--- config.mk ---
export PLATFORM = sky130hd
export DESIGN_NAME = dssc_ctrl
export DESIGN_NICKNAME = d
export VERILOG_FILES = /design/src/verilog/dssc_pkg.sv /design/src/verilog/dssc_ctrl.sv
export SDC_FILE = /design/constraint.sdc
export NUM_CORES = 1
export LEC_CHECK = 0
export BUFFER_PORTS_ARGS = -buffer_cell sky130_fd_sc_hd__buf_2
export CAP_MARGIN = 25
export CORE_MARGIN = 2
export CORE_UTILIZATION = 60
export DETAILED_ROUTE_END_ITERATION = 8
export PLACE_DENSITY = 0.85
export REMOVE_ABC_BUFFERS = 1
export SYNTH_ARGS = -nofsm -noshare
export SYNTH_HDL_FRONTEND = slang
export SYNTH_SLANG_ARGS = --single-unit
--- constraint.sdc ---
create_clock -name clk -period 8.1 [get_ports clk]
set_input_delay 2.025 -clock clk [delete_from_list [all_inputs] [get_ports clk]]
set_output_delay 2.025 -clock clk [all_outputs]
set_load 0.03 [all_outputs]
--- src/verilog/dssc_pkg.sv ---
// Constants for the deserializer sleep, startup and spread-rate control block
// Summary of operation
// - Audio stream never carries spread modulation.
// - Audio clock from pixel clock when source is 0.
// - Sawtooth divider sets the spread modulation rate.
// - Five-bit divider field at register 0x03 D[4:0].
// - Rate equals (1+rate pin)*pixel clock/(coef*divider).
// - Coefficient 208; divider max 15 or 30.
// - Sleep at link inactivity or 8 ms after write.
// - Sleep clears protection registers, keeps configuration.
// - Power-down tristates outputs and resets registers.
// - Leaving power-down relatches spread, rate, equalizer straps.
// - Config link only while video link disabled.
// - Control channel only after a link is established.
// - Autostart detects activity and locks to serial data.
// - Wake on lock clears sleep; 8 ms failure resleeps.
// - Normal start keeps locking, ignores wake-up pulse.
// - Mode strap high starts asleep until link enable.
package dssc_pkg;
  // ----------------------------------------------------------------
  // Register map
  // ----------------------------------------------------------------
  localparam logic [7:0] DSSC_DIV_ADDR = 8'h03;
  localparam logic [7:0] DSSC_CTRL_ADDR = 8'h04;
  localparam logic [7:0] DSSC_EQ_ADDR = 8'h05;
  localparam logic [7:0] DSSC_DIV_RESET = 8'h00;
  localparam int DSSC_DIV_LSB = 0;
  localparam int DSSC_DIV_W = 5;
  localparam int DSSC_SLEEP_BIT = 7;
  localparam int DSSC_SS_LSB = 0;
  localparam int DSSC_ACLK_BIT = 2;
  // ----------------------------------------------------------------
  // Spread figures
  // ----------------------------------------------------------------
  localparam logic [7:0] DSSC_RATE_COEF = 8'hd0;
  localparam logic [4:0] DSSC_DIV_MAX_4PCT = 5'h0f;
  localparam logic [4:0] DSSC_DIV_MAX_2PCT = 5'h1e;
  localparam logic [1:0] DSSC_SS_2PCT = 2'h1;
  localparam logic [1:0] DSSC_SS_4PCT = 2'h3;
  localparam logic [1:0] DSSC_SS_OFF = 2'h0;
  localparam logic [3:0] DSSC_EQ_DEF_HI = 4'h4;
  localparam logic [3:0] DSSC_EQ_DEF_LO = 4'h9;
  // ----------------------------------------------------------------
  // Timing
  // ----------------------------------------------------------------
  localparam int DSSC_CLK_NS = 10;
  localparam int DSSC_SLEEP_WAIT_MS = 8;
  localparam int DSSC_SLEEP_WAIT_CYC = DSSC_SLEEP_WAIT_MS * 1000000 / DSSC_CLK_NS;
  typedef enum logic [1:0] {DSSC_RUN, DSSC_SLEEP_PEND, DSSC_ASLEEP, DSSC_WAKING} dssc_state_t;
endpackage

--- src/verilog/dssc_ctrl.sv ---
// Sleep, power-down, startup and spread-rate control of the deserializer
`timescale 1ns/1ps
module dssc_ctrl #(
  parameter int SLEEP_WAIT_CYC = dssc_pkg::DSSC_SLEEP_WAIT_CYC
) (
  // Clock, reset, enable
  input wire logic clk,
  input wire logic rst_n,
  input wire logic clk_en,
  // Strap and power pins
  input wire logic power_down_n_pin,
  input wire logic spread_default_pin,
  input wire logic rate_select_pin,
  input wire logic equalizer_default_pin,
  input wire logic mode_strap_pin,
  // Serial link status
  input wire logic link_active,
  input wire logic link_locked,
  input wire logic wake_detect,
  input wire logic video_link_on,
  input wire logic config_link_on,
  // Register port from the control channel
  input wire logic reg_wr,
  input wire logic reg_rd,
  input wire logic [7:0] reg_addr,
  input wire logic [7:0] reg_wdata,
  output logic [7:0] reg_rdata,
  output logic reg_ack,
  // Clocks in and out
  input wire logic pixel_clk_tick,
  input wire logic [7:0] audio_in,
  output logic [7:0] audio_out,
  output logic audio_clock_tick,
  output logic spread_tick,
  // Status and controls
  output logic [1:0] spread_mode,
  output logic [3:0] eq_level,
  output logic rate_sel,
  output logic asleep,
  output logic protect_clear,
  output logic outputs_oe_n,
  output logic control_ready
);
  // ----------------------------------------------------------------
  // State
  // ----------------------------------------------------------------
  typedef struct packed {
    dssc_pkg::dssc_state_t st;
    logic [31:0] tmr;
    logic [7:0] div_reg;
    logic sleep_bit;
    logic aclk_src;
    logic [1:0] ss;
    logic [3:0] eq;
    logic rate;
    logic [12:0] pre;
    logic [4:0] saw;
    logic tick;
    logic aclk;
    logic [7:0] rdata;
    logic ack;
    logic pclr;
    logic [7:0] aud;
  } dssc_reg_t;
  dssc_reg_t r, next_r;

  // Effective divider, clamped to the spread's maximum so a bad write cannot stall
  function automatic logic [4:0] dssc_div_lim(input logic [4:0] d, input logic [1:0] ss);
    logic [4:0] m;
    m = (ss == dssc_pkg::DSSC_SS_4PCT) ? dssc_pkg::DSSC_DIV_MAX_4PCT
                                        : dssc_pkg::DSSC_DIV_MAX_2PCT;
    dssc_div_lim = (d == 5'h00) ? 5'h01 : ((d > m) ? m : d);
  endfunction

  // ----------------------------------------------------------------
  // Next state
  // ----------------------------------------------------------------
  always_comb begin
    logic [12:0] pre_top;
    pre_top = 13'h0000;
    next_r = r;
    next_r.ack = 1'b0;
    next_r.pclr = 1'b0;
    next_r.tick = 1'b0;
    // Audio passes through untouched by any spread setting
    next_r.aud = audio_in;
    // Audio clock follows the pixel clock when source select is 0
    next_r.aclk = (r.aclk_src == 1'b0) ? pixel_clk_tick : 1'b0;
    // Sawtooth rate: prescale by coefficient, then by divider; RATE_SELECT_PIN doubles rate
    // Rate pin high halves the prescale, so the sawtooth period is halved
    pre_top = r.rate ? 13'(dssc_pkg::DSSC_RATE_COEF >> 1)
                     : 13'(dssc_pkg::DSSC_RATE_COEF);
    if (pixel_clk_tick && r.ss != dssc_pkg::DSSC_SS_OFF && r.ss != 2'h2) begin
      if (r.pre + 13'h0001 >= pre_top) begin
        next_r.pre = 13'h0000;
        if (r.saw + 5'h01 >= dssc_div_lim(r.div_reg[4:0], r.ss)) begin
          next_r.saw = 5'h00;
          next_r.tick = 1'b1;
        end else begin
          next_r.saw = r.saw + 5'h01;
        end
      end else begin
        next_r.pre = r.pre + 13'h0001;
      end
    end
    // Register writes and reads
    if (reg_wr) begin
      next_r.ack = 1'b1;
      unique case (reg_addr)
        dssc_pkg::DSSC_DIV_ADDR: next_r.div_reg = {3'h0, reg_wdata[4:0]};
        dssc_pkg::DSSC_CTRL_ADDR: begin
          next_r.ss = reg_wdata[dssc_pkg::DSSC_SS_LSB +: 2];
          next_r.aclk_src = reg_wdata[dssc_pkg::DSSC_ACLK_BIT];
          if (reg_wdata[dssc_pkg::DSSC_SLEEP_BIT] && r.st == dssc_pkg::DSSC_RUN) begin
            next_r.sleep_bit = 1'b1;
            next_r.st = dssc_pkg::DSSC_SLEEP_PEND;
            next_r.tmr = 32'h0;
          end
        end
        dssc_pkg::DSSC_EQ_ADDR: next_r.eq = reg_wdata[3:0];
        default: ;
      endcase
    end
    if (reg_rd) begin
      next_r.ack = 1'b1;
      unique case (reg_addr)
        dssc_pkg::DSSC_DIV_ADDR: next_r.rdata = r.div_reg;
        dssc_pkg::DSSC_CTRL_ADDR: next_r.rdata = {r.sleep_bit, 4'h0, r.aclk_src, r.ss};
        dssc_pkg::DSSC_EQ_ADDR: next_r.rdata = {4'h0, r.eq};
        default: next_r.rdata = 8'h00;
      endcase
    end
    // Power state machine
    unique case (r.st)
      dssc_pkg::DSSC_RUN: begin
        // Normal mode locks to any serial signal; wake pulses mean nothing here
        next_r.tmr = 32'h0;
      end
      dssc_pkg::DSSC_SLEEP_PEND: begin
        next_r.tmr = r.tmr + 32'h1;
        if (!link_active || r.tmr + 32'h1 >= 32'(SLEEP_WAIT_CYC)) begin
          next_r.st = dssc_pkg::DSSC_ASLEEP;
          next_r.pclr = 1'b1;
        end
      end
      dssc_pkg::DSSC_ASLEEP: begin
        // Wake by the serializer, whether it autostarts or is enabled later
        if (wake_detect || link_active) begin
          next_r.st = dssc_pkg::DSSC_WAKING;
          next_r.tmr = 32'h0;
        end
      end
      dssc_pkg::DSSC_WAKING: begin
        next_r.tmr = r.tmr + 32'h1;
        if (link_locked) begin
          next_r.st = dssc_pkg::DSSC_RUN;
          next_r.sleep_bit = 1'b0;
        end else if (r.tmr + 32'h1 >= 32'(SLEEP_WAIT_CYC)) begin
          next_r.st = dssc_pkg::DSSC_ASLEEP;
        end
      end
    endcase
  end

  // ----------------------------------------------------------------
  // Registers; power-down acts as a second synchronous reset
  // ----------------------------------------------------------------
  always_ff @(posedge clk) begin
    if (!rst_n) begin
      r <= '0;
      r.st <= dssc_pkg::DSSC_RUN;
      r.div_reg <= dssc_pkg::DSSC_DIV_RESET;
    end else if (!power_down_n_pin) begin
      // Straps re-sampled every cycle while down, so the value at release is kept
      r <= '0;
      r.ss <= spread_default_pin ? dssc_pkg::DSSC_SS_2PCT : dssc_pkg::DSSC_SS_OFF;
      r.rate <= rate_select_pin;
      r.eq <= equalizer_default_pin ? dssc_pkg::DSSC_EQ_DEF_HI
                                    : dssc_pkg::DSSC_EQ_DEF_LO;
      r.st <= mode_strap_pin ? dssc_pkg::DSSC_ASLEEP : dssc_pkg::DSSC_RUN;
      r.sleep_bit <= mode_strap_pin;
    end else if (clk_en) begin
      r <= next_r;
    end
  end

  // ----------------------------------------------------------------
  // Outputs
  // ----------------------------------------------------------------
  assign reg_rdata = r.rdata;
  assign reg_ack = r.ack;
  assign audio_out = r.aud;
  assign audio_clock_tick = r.aclk;
  assign spread_tick = r.tick;
  assign spread_mode = r.ss;
  assign eq_level = r.eq;
  assign rate_sel = r.rate;
  assign asleep = (r.st == dssc_pkg::DSSC_ASLEEP);
  assign protect_clear = r.pclr;
  assign outputs_oe_n = !power_down_n_pin;
  // Control channel waits for either link while running; video and config are simply ORed
  assign control_ready = (video_link_on || config_link_on) && r.st == dssc_pkg::DSSC_RUN;

  // ----------------------------------------------------------------
  // Checks
  // ----------------------------------------------------------------
  AST_SLEEP_CLR: assert property (@(posedge clk) disable iff (!rst_n)
    (power_down_n_pin && clk_en && r.st == dssc_pkg::DSSC_SLEEP_PEND && !link_active)
      |=> protect_clear && asleep) else $error("sleep entry missed");
  AST_WAKE_LOCK: assert property (@(posedge clk) disable iff (!rst_n)
    (power_down_n_pin && clk_en && r.st == dssc_pkg::DSSC_WAKING && link_locked)
      |=> !r.sleep_bit && r.st == dssc_pkg::DSSC_RUN) else $error("wake did not clear sleep");
  AST_PDN_OE: assert property (@(posedge clk) disable iff (!rst_n)
    !power_down_n_pin |-> outputs_oe_n) else $error("outputs driven in power-down");
  AST_PDN_STRAP: assert property (@(posedge clk) disable iff (!rst_n)
    (!power_down_n_pin ##1 power_down_n_pin) |-> rate_sel == $past(rate_select_pin))
    else $error("rate strap not relatched");
  AST_DIV_FIELD: assert property (@(posedge clk) disable iff (!rst_n)
    r.div_reg[7:5] == 3'h0) else $error("divider upper bits set");
  AST_CTRL_RDY: assert property (@(posedge clk) disable iff (!rst_n)
    control_ready |-> (video_link_on || config_link_on)) else $error("control early");
  AST_AUDIO: assert property (@(posedge clk) disable iff (!rst_n)
    (power_down_n_pin && clk_en) |=> audio_out == $past(audio_in)) else $error("audio altered");
  AST_ACLK: assert property (@(posedge clk) disable iff (!rst_n)
    (power_down_n_pin && clk_en && !r.aclk_src) |=> audio_clock_tick == $past(pixel_clk_tick))
    else $error("audio clock not from pixel clock");

  // Another source selected: the pixel-derived audio clock must stay quiet
  AST_ACLK_OFF: assert property (@(posedge clk) disable iff (!rst_n)
    (power_down_n_pin && clk_en && r.aclk_src) |=> !audio_clock_tick)
    else $error("audio clock ran with other source");

  // A sleep write from normal running arms the pending state and the bit
  AST_SLEEP_WR: assert property (@(posedge clk) disable iff (!rst_n)
    (power_down_n_pin && clk_en && reg_wr && reg_addr == dssc_pkg::DSSC_CTRL_ADDR &&
     reg_wdata[dssc_pkg::DSSC_SLEEP_BIT] && r.st == dssc_pkg::DSSC_RUN)
      |=> r.sleep_bit && r.st == dssc_pkg::DSSC_SLEEP_PEND)
    else $error("sleep write not taken");

  // The wait after the sleep write is bounded even with the link busy
  AST_PEND_TIMEOUT: assert property (@(posedge clk) disable iff (!rst_n)
    (power_down_n_pin && clk_en && r.st == dssc_pkg::DSSC_SLEEP_PEND &&
     r.tmr + 32'h1 >= 32'(SLEEP_WAIT_CYC)) |=> asleep && protect_clear)
    else $error("sleep wait overran");

  // Configuration survives the way into sleep
  AST_SLEEP_KEEP_CFG: assert property (@(posedge clk) disable iff (!rst_n)
    (power_down_n_pin && clk_en && r.st == dssc_pkg::DSSC_SLEEP_PEND && !reg_wr)
      |=> $stable(r.div_reg) && $stable(r.eq))
    else $error("configuration lost on sleep");

  // Protection clear is a single pulse, never a level
  AST_PCLR_PULSE: assert property (@(posedge clk) disable iff (!rst_n)
    (power_down_n_pin && clk_en && protect_clear) |=> !protect_clear)
    else $error("protection clear held");

  // A failed wake attempt goes back to sleep with the bit still set
  AST_WAKE_FAIL: assert property (@(posedge clk) disable iff (!rst_n)
    (power_down_n_pin && clk_en && r.st == dssc_pkg::DSSC_WAKING && !link_locked &&
     r.tmr + 32'h1 >= 32'(SLEEP_WAIT_CYC)) |=> asleep && r.sleep_bit)
    else $error("failed wake did not resleep");

  // Normal running ignores wake pulses; only a sleep write leaves it
  AST_RUN_NO_WAKE: assert property (@(posedge clk) disable iff (!rst_n)
    (power_down_n_pin && clk_en && r.st == dssc_pkg::DSSC_RUN &&
     !(reg_wr && reg_addr == dssc_pkg::DSSC_CTRL_ADDR && reg_wdata[dssc_pkg::DSSC_SLEEP_BIT]))
      |=> r.st == dssc_pkg::DSSC_RUN)
    else $error("normal mode left without sleep write");

  // Link activity starts a wake attempt from sleep
  AST_ASLEEP_WAKE: assert property (@(posedge clk) disable iff (!rst_n)
    (power_down_n_pin && clk_en && asleep && link_active)
      |=> r.st == dssc_pkg::DSSC_WAKING)
    else $error("activity did not start wake");

  // Leaving power-down keeps the spread, equalizer and mode straps
  AST_PDN_SS: assert property (@(posedge clk) disable iff (!rst_n)
    (!power_down_n_pin ##1 power_down_n_pin) |-> spread_mode ==
      ($past(spread_default_pin) ? dssc_pkg::DSSC_SS_2PCT : dssc_pkg::DSSC_SS_OFF))
    else $error("spread strap not relatched");
  AST_PDN_EQ: assert property (@(posedge clk) disable iff (!rst_n)
    (!power_down_n_pin ##1 power_down_n_pin) |-> eq_level ==
      ($past(equalizer_default_pin) ? dssc_pkg::DSSC_EQ_DEF_HI : dssc_pkg::DSSC_EQ_DEF_LO))
    else $error("equalizer strap not relatched");
  AST_PDN_MS: assert property (@(posedge clk) disable iff (!rst_n)
    (!power_down_n_pin ##1 power_down_n_pin) |-> asleep == $past(mode_strap_pin))
    else $error("mode strap not applied");

  // Power-down clears the registers and drops any answer in flight
  AST_PDN_RESET: assert property (@(posedge clk) disable iff (!rst_n)
    (!power_down_n_pin ##1 power_down_n_pin) |->
      r.div_reg == dssc_pkg::DSSC_DIV_RESET && !reg_ack && !protect_clear)
    else $error("power-down left state behind");

  // Outputs are driven whenever the part is powered up
  AST_OE_RUN: assert property (@(posedge clk) disable iff (!rst_n)
    power_down_n_pin |-> !outputs_oe_n) else $error("outputs floated while powered");

  // Sawtooth ticks only come from the two spreading modes
  AST_TICK_GATE: assert property (@(posedge clk) disable iff (!rst_n)
    spread_tick |-> ($past(r.ss) == dssc_pkg::DSSC_SS_2PCT ||
                     $past(r.ss) == dssc_pkg::DSSC_SS_4PCT))
    else $error("spread tick with spread off");

  // Every register strobe is answered in the next cycle
  AST_ACK: assert property (@(posedge clk) disable iff (!rst_n)
    (power_down_n_pin && clk_en && (reg_wr || reg_rd)) |=> reg_ack)
    else $error("register access not acknowledged");
endmodule

==> results.yml <==
placement:
  finalWeightedCongestion: 0.875
  place_area_um2: 5290
  dp_hpwl_um: 8490
  numPortBuffers: 65
  dp_worst_setup_slack_ns: 3.52
cells_and_area:
  multi_input_area_um2: 3060
  final_cell_mix: "84 x dfxtp_1, 68 x nor2_1, 65 x buf_2, 62 x nand2_1, 48 x a21oi_1"
  regArea_um2: 1680
  drive_gt1_frac: 0.159
  final_cell_area_um2: 5490
  nets: 724
  synthToLayoutAreaGrowth_pct: 6.90
  fin_util: 0.664
  layout_commonest_cell: "dfxtp_1"
  fillers: 681
  antenna_cells: 0
timing:
  finalSetupViolCount: 0
  min_period_ns: 4.59
  min_period_over_period: 0.566
  slew_violations: 0
  clock.fmax_mhz: 218
  worstMarginPinSlew_ns: 0.915
  fin_ws_ns: 3.51
  fin_skew_ns: 0.0114
  rsz0062_at_grt: "no"
  tns_ns: 0
  final_hold_viol_count: 0
  slew_headroom: 0.390
setup_path:
  worstPathRequired_ns: 6.08
  cp-start-kind: "primary input"
  critPathCaptureType: "output port"
  cp_max_fo: 13
  path_class: "primary input to output port"
  cp_data_arrival_time_ns: 2.56
clocking:
  cts_hold_buf: 0
  clock_path_buffers: 2
  htreeDepth: 3
  clk_latency_ns: 0.38
  cts_tree: "built"
  clkSinkCount: 84
  cts.repair.resized: 0
  cts_setup_buffers: 0
  clockRootBuffer: "clkbuf_8"
  cts_buffers: 9
  cts.clk_slew.worst_paths_ns: 0.10
grt:
  antenna_found_initial: 0
  grt_pass1_wl_um: 19700
  grtUsageMet3: 0.0504
  grt_pass1_vias: 4441
  grt-ovfl-total: 0
  grt_use_total: 0.265
  top_usage_layer: "met2"
  grt_max_degree: 45
  grtUsageMet2: 0.476
  grt_use_met1: 0.314
detailed_routing:
  wl_per_cell_um: 15.9
  ant_nets: 0
  viasPerCell: 6.28
  dr.pass1.iters: 5
  routed_wl_um: 12400
  drt-initial-drc-count: 283
  vias: 4893
  drc: 0
synth:
  yosysUniqueCellTypes: 73
  netlist_top_cells_area: "dfxtp_1 33%, nor2_1 5.0%, a21oi_1 4.7%"
  synth_top_family_by_area: "simple AND/OR/NAND/NOR gates"
  ys_warn_count: 0
  synthFlopType: "dfxtp_1"
  synth_area_um2: 5130
  synth-edff-count: 0
  synthArstFlopShare: 0
  synth_compound_area_frac: 0.207
  avgSynthCellArea_um2: 7.89
  synth-xor-area-share: 0.0290
  synth.top_cell.area_share: 0.328
  synth.largest_area_cell: "dfxtp_1"
  synthAdderAreaFrac: 0.0366
  synth_simple_gate_area_share: 0.273
  yosysSeqAreaShare: 0.328
  ys_seq_elements: 84
  synthCells: 650
  yosys-mux-area-fraction: 0.0495
pwr:
  ir_drop_v: 0.0000936
  leakage_nw: 2.09
  power_density_nw_per_um2: 145
outcome:
  status: "finished, final reports clean"
die:
  start_util: 0.621
  io_pins: 70
  row_count: 33
  fp.dieW_um: 96.5
  die_area_um2: 9310
  coreArea_um2: 8260
  die_y_um: 96.5
worst_hold_path:
  hold_path.class: "flop to flop"
flow_run:
  drv_cap: 0
==> final cells by class <==
cell class,count,area share
clock buffer,10,0.0233
clock inverter,6,0.0132
inverter,16,0.0109
multi-input combinational,490,0.559
sequential,84,0.307
tap,105,0.0240
timing repair buffer,68,0.0634
==> worst paths after layout <==
path                                        from      endpoint  slack [ns]  cells after the start
worst max-delay path            power_down_n_pin  outputs_oe_n        3.51                      3
worst min register to register      reg_rdata[7]  reg_rdata[7]        0.46                      2
worst min-delay path                reg_rdata[7]  reg_rdata[7]        0.46                      2
worst max register to register    spread_mode[0]         r[20]        4.79                     15
==> registers in the layout, indices dropped and copies added (netlist names) <==
signal,flops
audio_clock_tick,1
audio_out,8
eq_level,4
protect_clear,1
r,59
rate_sel,1
reg_ack,1
reg_rdata,6
spread_mode,2
spread_tick,1
==> power by group <==
group	internal, W	switching [W]
clock	0.000145	0.000165
combinational	0.0000211	0.0000420
sequential	0.000417	0.00000401
==> critical path, cell delays in order <==
cell and delay (ns):
buf_2 0.24, inv_1 0.11, buf_2 0.19
==> metrics by stage <==
step / total power, W / hold slack (ns) / cells
floorplan: 0.000465 / 0.448 / 590
global placement: 0.000491 / 0.440 / 763
detailed placement: 0.000493 / 0.446 / 763
CTS: 0.000798 / 0.463 / 779
global route: 0.000819 / 0.487 / 779
finish: 0.000795 / 0.459 / 779
==> metal layers <==
metal | vias to the layer above | share of wire | wire length [µm]
met3 | 18 | 0.068 | 840
met2 | 181 | 0.50 | 6210
met4 | 0 | 0.016 | 193
met5 | - | 0 | 0
met1 | 2310 | 0.41 | 5130
li1 | 2384 | - | -
==> synth_stat cells, drive strengths merged, types with 3 or more instances <==
| cell | count |
|---|---|
| a2111oi | 3 |
| a211oi | 6 |
| a21bo | 3 |
| a21o | 6 |
| a21oi | 48 |
| a221oi | 4 |
| a22oi | 3 |
| a2bb2oi | 4 |
| a311oi | 5 |
| a31oi | 7 |
| a32o | 4 |
| and2 | 8 |
| and3 | 14 |
| and4 | 4 |
| buf | 34 |
| clkbuf | 27 |
| dfxtp | 84 |
| ha | 15 |
| inv | 16 |
| mux2 | 3 |
| mux2i | 22 |
| nand2 | 63 |
| nand2b | 5 |
| nand3 | 26 |
| nand3b | 6 |
| nand4 | 16 |
| nor2 | 68 |
| nor2b | 3 |
| nor3 | 27 |
| nor4 | 10 |
| o21ai | 40 |
| or3 | 8 |
| or4 | 9 |
| xnor2 | 7 |
| xor2 | 10 |
==> cell families (layout without fill, tap and decap cells) <==
logic type / count (synthesis) / after routing
compound gates: 158 / 158
xor+xnor: 17 / 17
fa+ha+maj: 15 / 15
buf+inv: 77 / 100
flops: 84 / 84
mux: 25 / 25
other cells: 1 / 2
simple gates: 273 / 273
Note: power is estimated with default switching activity, not from simulation.
